==> config.mk <==
export PLATFORM = sky130hd
export DESIGN_NAME = transceiver_status_readback
export DESIGN_NICKNAME = d
export VERILOG_FILES = /design/src/design/status_readback_pkg.sv /design/src/design/transceiver_status_readback.sv /design/src/design/sync_two_ff.sv /design/src/design/sticky_flag.sv
export VERILOG_INCLUDE_DIRS = /design/src /design/src/design
export SDC_FILE = /design/constraint.sdc
export NUM_CORES = 1
export LEC_CHECK = 0
export ABC_CLOCK_PERIOD_IN_PS = 2850
export CORE_ASPECT_RATIO = 1.4
export CORE_MARGIN = 2
export CORE_UTILIZATION = 66
export DETAILED_ROUTE_END_ITERATION = 10
export DONT_BUFFER_PORTS = 1
export PLACE_DENSITY = 0.81
export SYNTH_ARGS = -nofsm -noshare
export SYNTH_HDL_FRONTEND = slang
export SYNTH_HIERARCHICAL = 1
export SYNTH_SLANG_ARGS = --single-unit
==> constraint.sdc <==
create_clock -name clk_in -period 2.85 [get_ports clk_in]
set_input_delay 0.1425 -clock clk_in [delete_from_list [all_inputs] [get_ports clk_in]]
set_output_delay 0.1425 -clock clk_in [all_outputs]
set_load 0.02 [all_outputs]
==> src/design/status_readback_params.svh <==
`ifndef STATUS_READBACK_PARAMS_SVH
`define STATUS_READBACK_PARAMS_SVH

// ==========================================================
// register addresses (register number on the management port)
`define ADDR_MON_SELECT      6'h10
`define ADDR_BIAS_THRESH     6'h11
`define ADDR_RSVD_LOW_FIRST  6'h13
`define ADDR_RSVD_LOW_LAST   6'h27
`define ADDR_CONV_UPPER      6'h28
`define ADDR_CONV_LOWER      6'h29
`define ADDR_RX_STATUS       6'h2a
`define ADDR_TX_STATUS       6'h2b
`define ADDR_RSVD_HIGH_FIRST 6'h2c
`define ADDR_RSVD_HIGH_LAST  6'h37
`define ADDR_IRQ_STATUS      6'h38
`define ADDR_IRQ_MASK        6'h39

// ==========================================================
// field positions
`define RX_LIVE_BIT          5
`define RX_STICKY_BIT        4
`define TX_FAULT_BIT         5
`define TX_SHUTOFF_BIT       4
`define MON_SELECT_BIT       5
`define IRQ_LOSS_BIT         0
`define IRQ_FAULT_BIT        1
`define IRQ_SHUTOFF_BIT      2

// ==========================================================
// reset values
`define RESET_BYTE           8'h00
`define RESET_IRQ_MASK       3'h0
`define RESET_MON_SELECT     1'h0

`endif

==> src/design/status_readback_pkg.sv <==
`default_nettype none

package status_readback_pkg;

  // ========================================================
  // state of one sticky flag
  typedef struct packed {
    logic flag;
  } sticky_state_type;

  // ========================================================
  // state of the register bank
  typedef struct packed {
    logic [7:0] rd_data;
    logic       irq;
    logic [7:0] bias_thresh;
    logic       mon_select;
    logic [2:0] irq_mask;
    logic       loss_prev;
    logic       fault_prev;
    logic       shutoff_prev;
  } bank_state_type;

endpackage

`default_nettype wire

==> src/design/transceiver_status_readback.sv <==
// Function
// - ten-bit converter result split across two registers
// - receive status bit 5 shows live loss
// - bit 4 latches loss high until read
// - reading receive status clears latched loss bit unless loss is still live
// - transmit status bit 5 shows fault seen
// - transmit status bit 4 shows driver shutoff
// - registers 19 to 39 reserved, no function
// - registers 44 to 55 reserved, read-only
// - bias threshold raises fault when digital monitor
`include "status_readback_params.svh"
`default_nettype none

module transceiver_status_readback (
  input  wire logic       clk_in,
  input  wire logic       arst_n_in,
  input  wire logic [5:0] addr_in,
  input  wire logic [7:0] wr_data_in,
  input  wire logic       wr_en_in,
  input  wire logic       rd_en_in,
  output var  logic [7:0] rd_data_out,
  output var  logic       irq_out,
  input  wire logic [9:0] conv_result_in,
  input  wire logic [7:0] bias_level_in,
  input  wire logic       rx_signal_loss_live_in,
  input  wire logic       tx_fault_in,
  input  wire logic       tx_driver_shutoff_in
);

  status_readback_pkg::bank_state_type state_r;
  status_readback_pkg::bank_state_type state_nxt;

  logic [9:0] conv_sync;
  logic [7:0] bias_sync;
  logic [2:0] pin_sync;
  logic       rx_signal_loss_live;
  logic       tx_fault_pin;
  logic       tx_driver_shutoff;
  logic       bias_fault;
  logic       tx_fault_seen;
  logic       rx_signal_loss_sticky;
  logic       clear_on_read;
  logic [2:0] irq_event;
  logic [2:0] irq_clear;
  logic [2:0] irq_status;
  logic [7:0] read_word;
  logic       rsvd_low_hit;
  logic       rsvd_high_hit;

  // ==========================================================
  // pin synchronisers
  // the converter word is not handshaked, so a read taken while
  // the result changes may mix two samples for one cycle
  sync_two_ff #(
    .WIDTH (10)
  ) conv_sync_inst (
    .clk_in    (clk_in),
    .arst_n_in (arst_n_in),
    .async_in  (conv_result_in),
    .sync_out  (conv_sync)
  );

  sync_two_ff #(
    .WIDTH (8)
  ) bias_sync_inst (
    .clk_in    (clk_in),
    .arst_n_in (arst_n_in),
    .async_in  (bias_level_in),
    .sync_out  (bias_sync)
  );

  sync_two_ff #(
    .WIDTH (3)
  ) pin_sync_inst (
    .clk_in    (clk_in),
    .arst_n_in (arst_n_in),
    .async_in  ({tx_driver_shutoff_in, tx_fault_in,
                 rx_signal_loss_live_in}),
    .sync_out  (pin_sync)
  );

  assign rx_signal_loss_live = pin_sync[0];
  assign tx_fault_pin        = pin_sync[1];
  assign tx_driver_shutoff   = pin_sync[2];

  // ==========================================================
  // fault sources
  // bias compare only counts when the digital monitor is chosen
  assign bias_fault = state_r.mon_select &
                      (bias_sync >= state_r.bias_thresh);
  assign tx_fault_seen = tx_fault_pin | bias_fault;

  // ==========================================================
  // latched loss flag
  assign clear_on_read = rd_en_in &&
                         (addr_in == `ADDR_RX_STATUS);

  // live level keeps setting, so a clear during loss is undone
  sticky_flag loss_sticky_inst (
    .clk_in    (clk_in),
    .arst_n_in (arst_n_in),
    .set_in    (rx_signal_loss_live),
    .clear_in  (clear_on_read),
    .flag_out  (rx_signal_loss_sticky)
  );

  // ==========================================================
  // interrupt status, write one to clear
  assign irq_event[`IRQ_LOSS_BIT] = rx_signal_loss_live &
                                    ~state_r.loss_prev;
  assign irq_event[`IRQ_FAULT_BIT] = tx_fault_seen &
                                     ~state_r.fault_prev;
  assign irq_event[`IRQ_SHUTOFF_BIT] = tx_driver_shutoff &
                                       ~state_r.shutoff_prev;

  for (genvar i = 0; i < 3; i++) begin : g_irq
    assign irq_clear[i] = wr_en_in &&
                          (addr_in == `ADDR_IRQ_STATUS) &&
                          wr_data_in[i];

    sticky_flag irq_sticky_inst (
      .clk_in    (clk_in),
      .arst_n_in (arst_n_in),
      .set_in    (irq_event[i]),
      .clear_in  (irq_clear[i]),
      .flag_out  (irq_status[i])
    );
  end

  // ==========================================================
  // read decode
  assign rsvd_low_hit  = (addr_in >= `ADDR_RSVD_LOW_FIRST) &&
                         (addr_in <= `ADDR_RSVD_LOW_LAST);
  assign rsvd_high_hit = (addr_in >= `ADDR_RSVD_HIGH_FIRST) &&
                         (addr_in <= `ADDR_RSVD_HIGH_LAST);

  always_comb begin
    read_word = `RESET_BYTE;
    case (addr_in)
      `ADDR_CONV_UPPER: begin
        read_word = conv_sync[9:2];
      end
      `ADDR_CONV_LOWER: begin
        read_word[1:0] = conv_sync[1:0];
      end
      `ADDR_RX_STATUS: begin
        read_word[`RX_LIVE_BIT]   = rx_signal_loss_live;
        read_word[`RX_STICKY_BIT] = rx_signal_loss_sticky;
      end
      `ADDR_TX_STATUS: begin
        read_word[`TX_FAULT_BIT]   = tx_fault_seen;
        read_word[`TX_SHUTOFF_BIT] = tx_driver_shutoff;
      end
      `ADDR_MON_SELECT: begin
        read_word[`MON_SELECT_BIT] = state_r.mon_select;
      end
      `ADDR_BIAS_THRESH: begin
        read_word = state_r.bias_thresh;
      end
      `ADDR_IRQ_STATUS: begin
        read_word[2:0] = irq_status;
      end
      `ADDR_IRQ_MASK: begin
        read_word[2:0] = state_r.irq_mask;
      end
      default: begin
        read_word = `RESET_BYTE;
      end
    endcase
  end

  // ==========================================================
  // bank state
  always_comb begin
    state_nxt = state_r;
    // read data stands for one cycle only, zero otherwise
    state_nxt.rd_data = rd_en_in ? read_word : `RESET_BYTE;
    state_nxt.irq = |(irq_status & state_r.irq_mask);
    state_nxt.loss_prev    = rx_signal_loss_live;
    state_nxt.fault_prev   = tx_fault_seen;
    state_nxt.shutoff_prev = tx_driver_shutoff;
    // writes to read-only and reserved addresses are dropped
    if (wr_en_in) begin
      case (addr_in)
        `ADDR_MON_SELECT: begin
          state_nxt.mon_select = wr_data_in[`MON_SELECT_BIT];
        end
        `ADDR_BIAS_THRESH: begin
          state_nxt.bias_thresh = wr_data_in;
        end
        `ADDR_IRQ_MASK: begin
          state_nxt.irq_mask = wr_data_in[2:0];
        end
        default: begin
          state_nxt.mon_select = state_r.mon_select;
        end
      endcase
    end
  end

  always_ff @(posedge clk_in or negedge arst_n_in) begin
    if (!arst_n_in) begin
      state_r.rd_data      <= `RESET_BYTE;
      state_r.irq          <= 1'b0;
      state_r.bias_thresh  <= `RESET_BYTE;
      state_r.mon_select   <= `RESET_MON_SELECT;
      state_r.irq_mask     <= `RESET_IRQ_MASK;
      state_r.loss_prev    <= 1'b0;
      state_r.fault_prev   <= 1'b0;
      state_r.shutoff_prev <= 1'b0;
    end else begin
      state_r <= state_nxt;
    end
  end

  assign rd_data_out = state_r.rd_data;
  assign irq_out     = state_r.irq;

  // ==========================================================
  // checks
  conv_upper_read_a : assert property (
    @(posedge clk_in) disable iff (!arst_n_in)
    rd_en_in && addr_in == `ADDR_CONV_UPPER
    |=> rd_data_out == $past(conv_sync[9:2]))
    else $error("converter upper byte read wrong");

  conv_lower_read_a : assert property (
    @(posedge clk_in) disable iff (!arst_n_in)
    rd_en_in && addr_in == `ADDR_CONV_LOWER
    |=> rd_data_out == {6'h00, $past(conv_sync[1:0])})
    else $error("converter lower byte read wrong");

  rx_live_bit_a : assert property (
    @(posedge clk_in) disable iff (!arst_n_in)
    clear_on_read
    |=> rd_data_out[`RX_LIVE_BIT] == $past(rx_signal_loss_live))
    else $error("live loss bit read wrong");

  rx_sticky_hold_a : assert property (
    @(posedge clk_in) disable iff (!arst_n_in)
    rx_signal_loss_live ##1 !clear_on_read [*2]
    |-> rx_signal_loss_sticky)
    else $error("latched loss bit not held");

  rx_sticky_clear_a : assert property (
    @(posedge clk_in) disable iff (!arst_n_in)
    clear_on_read && !rx_signal_loss_live
    |=> !rx_signal_loss_sticky)
    else $error("latched loss bit not cleared by read");

  rx_reserved_zero_a : assert property (
    @(posedge clk_in) disable iff (!arst_n_in)
    clear_on_read
    |=> rd_data_out[7:6] == 2'h0 && rd_data_out[3:0] == 4'h0)
    else $error("receive status reserved bits not zero");

  tx_fault_bit_a : assert property (
    @(posedge clk_in) disable iff (!arst_n_in)
    rd_en_in && addr_in == `ADDR_TX_STATUS
    |=> rd_data_out[`TX_FAULT_BIT] == $past(tx_fault_seen))
    else $error("transmit fault bit read wrong");

  tx_shutoff_bit_a : assert property (
    @(posedge clk_in) disable iff (!arst_n_in)
    rd_en_in && addr_in == `ADDR_TX_STATUS
    |=> rd_data_out[`TX_SHUTOFF_BIT] == $past(tx_driver_shutoff))
    else $error("driver shutoff bit read wrong");

  rsvd_low_zero_a : assert property (
    @(posedge clk_in) disable iff (!arst_n_in)
    rd_en_in && rsvd_low_hit |=> rd_data_out == 8'h00)
    else $error("low reserved block read not zero");

  rsvd_high_zero_a : assert property (
    @(posedge clk_in) disable iff (!arst_n_in)
    rd_en_in && rsvd_high_hit |=> rd_data_out == 8'h00)
    else $error("high reserved block read not zero");

  bias_fault_raise_a : assert property (
    @(posedge clk_in) disable iff (!arst_n_in)
    rd_en_in && addr_in == `ADDR_TX_STATUS && state_r.mon_select &&
    bias_sync >= state_r.bias_thresh
    |=> rd_data_out[`TX_FAULT_BIT])
    else $error("bias threshold did not raise fault");

  sticky_rearm_a : assert property (
    @(posedge clk_in) disable iff (!arst_n_in)
    clear_on_read && rx_signal_loss_live
    |=> rx_signal_loss_sticky)
    else $error("loss event lost at read clear");

  irq_level_a : assert property (
    @(posedge clk_in) disable iff (!arst_n_in)
    ##1 irq_out == $past(|(irq_status & state_r.irq_mask)))
    else $error("interrupt level does not follow status");

endmodule

`default_nettype wire

==> src/design/sync_two_ff.sv <==
`default_nettype none

module sync_two_ff #(
  parameter int WIDTH = 1
) (
  input  wire logic             clk_in,
  input  wire logic             arst_n_in,
  input  wire logic [WIDTH-1:0] async_in,
  output var  logic [WIDTH-1:0] sync_out
);

  typedef struct packed {
    logic [WIDTH-1:0] stage1;
    logic [WIDTH-1:0] stage2;
  } sync_state_type;

  sync_state_type state_r;
  sync_state_type state_nxt;

  // ========================================================
  // stage1 feeds stage2 only
  always_comb begin
    state_nxt.stage1 = async_in;
    state_nxt.stage2 = state_r.stage1;
  end

  always_ff @(posedge clk_in or negedge arst_n_in) begin
    if (!arst_n_in) begin
      state_r <= '0;
    end else begin
      state_r <= state_nxt;
    end
  end

  assign sync_out = state_r.stage2;

endmodule

`default_nettype wire

==> src/design/sticky_flag.sv <==
`default_nettype none

module sticky_flag (
  input  wire logic clk_in,
  input  wire logic arst_n_in,
  input  wire logic set_in,
  input  wire logic clear_in,
  output var  logic flag_out
);

  status_readback_pkg::sticky_state_type state_r;
  status_readback_pkg::sticky_state_type state_nxt;

  // ========================================================
  // set beats clear so an event in the clear cycle survives
  always_comb begin
    state_nxt.flag = set_in | (state_r.flag & ~clear_in);
  end

  always_ff @(posedge clk_in or negedge arst_n_in) begin
    if (!arst_n_in) begin
      state_r <= '0;
    end else begin
      state_r <= state_nxt;
    end
  end

  assign flag_out = state_r.flag;

endmodule

`default_nettype wire

==> summary.md <==
| Metric | Value |
|---|---|
| Mapped cell area | 2640 µm² |
| Sequential share of power | 54.9% |
| Vias in the first global route | 1,760 |
| Setup total negative slack | 0 ps |
| Gr ovfl total | 0 |
| Antenna-violating nets left | 0 |
| CP startpoint kind | register |
| Crit-path cells | inv_1, ha_1, a21oi_1, nand3_1, a221oi_1, nor2_1, a21o_1 |
| Switching power | 0.494 mW |
| Routed wl met2 | 2.78 mm |
| Via count | 1,588 |
| Top Ports | 48 |
| Predominant post-synthesis flop cell | dfrtp_1 |
| Synth cell types | 37 |
| Max_cap viols | 0 |
| CP max-delay cell | a221oi_1 |
| Fmax achieved | 556 MHz |
| Largest net degree at the start of global routing | 71 |
| Clk_lat worst skew | 350 ps |
| Pwr Total | 2.00 mW |
| Router iterations before antenna repair | 4 |
| Critical path capture point type | register |
| Outcome | complete, no violations |
| DP Area | 2630 µm² |
| Combinational share of power | 8.4% |
| Clock Skew | 8.91 ps |
| Die Wd | 57.5 µm |
| Die H | 78.8 µm |
| Yosys reg bits | 70 |
| Share of layout cells above drive strength 1 | 13.2% |
| Cell Rows | 27 |
| HP Class | input port to register |
| Reg2reg setup slack | 1050 ps |
| Setup CP Type | register to register |
| Power density over cell area | 630 nW/µm² |
| Final wirelength | 5.28 mm |
| Critical Path RT | 3090 ps |
| Drt first-iter violations | 96 |
| Gr usage total | 26.5% |
| R2r worst-path depth | 7 |
| Antenna Cells | 0 |
| Final worst path period share | 63.1% |
| R2R Path End | g_irq[1].irq_sticky_inst/flag_out |
| End of the critical path | g_irq[1].irq_sticky_inst/flag_out |
| Reg-to-reg startpoint | state_r[14] |
| Post-synthesis sequential area ratio | 66.4% |
| Mapped Nets | 234 |
| Internal power | 1.51 mW |
| Max Transition Viols Final | 0 |
| Max VDD drop | 687 µV |
| CTS max path bufs | 2 |
| DR WL/cell | 19.5 µm |
| Fin Hold WS | 7.54 ps |
| Final design utilization | 81.7% |
| Number of synthesized flops with an enable pin | 0 |
| Slew @ Worst Pin | 578 ps |
| Syn_area_per_cell | 14.1 µm² |
| Rel. slew slack | 61.2% |
| Met3 wire len | 330 µm |
| Leakage power | 1.44 nW |
| Area grow syn2layout | 20.2% |
| M1 wire length | 2.02 mm |
| Via density per instance | 5.86 |
| Count of final hold-check violations | 0 |
| Initial core utilization | 68.0% |
| Clock-pin transition on the worst setup and hold timing paths | 70 ps |
| Worst-path maximum fanout | 4 |
| Sw Share | 24.7% |
| Die area | 4530 µm² |
| # setup viols final | 0 |
| Fill count | 202 |
| Sink Count | 70 |
| Initial antenna violation count | 0 |
| Final instance area | 3170 µm² |
| Period minus WS final | 1800 ps |
| Post-synth ARST share | 100% |
| Critical Path AT | 2030 ps |
| Post-CTS sizing | 0 |
| RSZ-0062 raised after global routing | no |
| CTS root buffer | clkbuf_8 |
| Uppermost layer routed | met4 |
| Final #Nets | 270 |
| Synth Warn # | 6 |
| Core area | 3880 µm² |
| Mapped Cells | 187 |
| RePlAce Congestion | 0.833 |
| DPL Wire Length | 3.18 mm |
| H-tree Lvls | 3 |
| CP startpoint | state_r[14] |
| Total CTS buffers | 9 |
| Clock power share | 36.7% |
| CTS tree | done |
| First-pass GRT wire length | 8.42 mm |
| CP max stage delay | 430 ps |
| DRC violations left | 0 |
| I/O Buffers | 0 |
==> kinds of logic after synthesis <==
group | synth area share, %
simple gates | 10.0
flops | 66.4
compound gates | 7.92
mux | 7.06
fa+ha+maj | 3.79
buf+inv | 4.83
==> cells in the mapped netlist, drive strengths merged, types with 4 or more instances <==
library cell | instances | area [µm²]
nand3 | 4 | 20.0
dfrtp | 70 | 1750
ha | 8 | 100
nor2 | 13 | 65.1
a222oi | 5 | 50.1
nand2 | 5 | 26.3
a21o | 4 | 30.0
buf | 8 | 60.1
inv | 17 | 63.8
a22oi | 5 | 37.5
mux2 | 13 | 176
a211oi | 4 | 30.0
==> worst min path at each step <==
stage / start / to / slack (ps) / depth (start not counted)
2_1_floorplan: arst_n_in / bias_sync_inst/state_nxt[0] / -150 / 0
3_3_place_gp: arst_n_in / rd_data_out[0] / -150 / 0
3_5_place_dp: arst_n_in / rd_data_out[1] / -150 / 0
4_1_cts: addr_in[0] / rd_data_out[5] / 2 / 2
5_1_grt: addr_in[0] / rd_data_out[5] / 20 / 2
6_report: addr_in[0] / rd_data_out[5] / 8 / 2
==> state kept, by name, indices dropped and copies added (netlist names) <==
signal                          flops
bias_sync_inst/state_nxt            8
bias_sync_inst/sync_out             8
conv_sync_inst/state_nxt           10
conv_sync_inst/sync_out            10
g_irq.irq_sticky_inst/flag_out      3
irq_out                             1
loss_sticky_inst/flag_out           1
pin_sync_inst/state_nxt             3
pin_sync_inst/sync_out              3
rd_data_out                         8
state_r                            15
==> layout make-up <==
type                       instances  area [µm²]  area share, %
timing repair buffer              34         358           11.3
tap                               43        53.8           1.70
inverter                          17        63.8           2.01
sequential                        70        1750           55.2
clock inverter                     5        33.8           1.06
clock buffer                      11         151           4.77
multi-input combinational         91         761           24.0
==> worst max-delay path, delay by kind of cell (launching register included) <==
family | cells | cell delay (ps)
compound gates | 3 | 770
flops | 1 | 370
fa+ha+maj | 1 | 330
simple gates | 2 | 160
buf+inv | 1 | 50
==> power by group through the flow <==
stage	sequential [mW]	combinational (mW)	clock [mW]
2_1_floorplan	1.10	0.0916	0
3_3_place_gp	1.11	0.0986	0
3_5_place_dp	1.11	0.105	0
4_1_cts	1.10	0.167	0.731
5_1_grt	1.10	0.190	0.786
6_report	1.10	0.168	0.735
==> metrics by stage <==
step           std cells  setup slack, ps
6_report             271             1050
5_1_grt              271              868
4_1_cts              271             1060
3_5_place_dp         221             1080
3_3_place_gp         221             1140
2_1_floorplan        187             1220
==> per-layer routing <==
metal | vias up | GRT usage [%]
met3 | 14 | 7.49
met2 | 70 | 44.8
met1 | 780 | 30.1
li1 | 724 | -
met4 | 0 | 13.7
met5 | - | 0
==> repair_timing <==
item                                   4_1_cts  5_1_grt
hold buffers                                34        0
buffers inserted                             0        0
endpoints found under the hold margin      105        0
==> placed cells by master (no fill, tap or decap), drive strengths merged <==
cell / count
a22o: 1
nor4: 2
nand4: 2
o22ai: 1
nand2: 5
a21oi: 3
nor2: 13
mux2: 13
o211ai: 1
mux2i: 1
dfrtp: 70
buf: 1
a32o: 1
a21o: 4
ha: 8
clkinv: 3
nand3: 4
clkinvlp: 2
and3: 3
or4b: 1
nor4b: 1
o21ai: 1
nor2b: 2
a222oi: 5
nand4b: 1
inv: 17
a22oi: 5
and3b: 1
nor3: 3
nand2b: 2
nand4bb: 1
clkbuf: 11
nor3b: 1
dlygate4sd3: 33
a221oi: 1
a211oi: 4
Power figures use the tool's default switching activity.
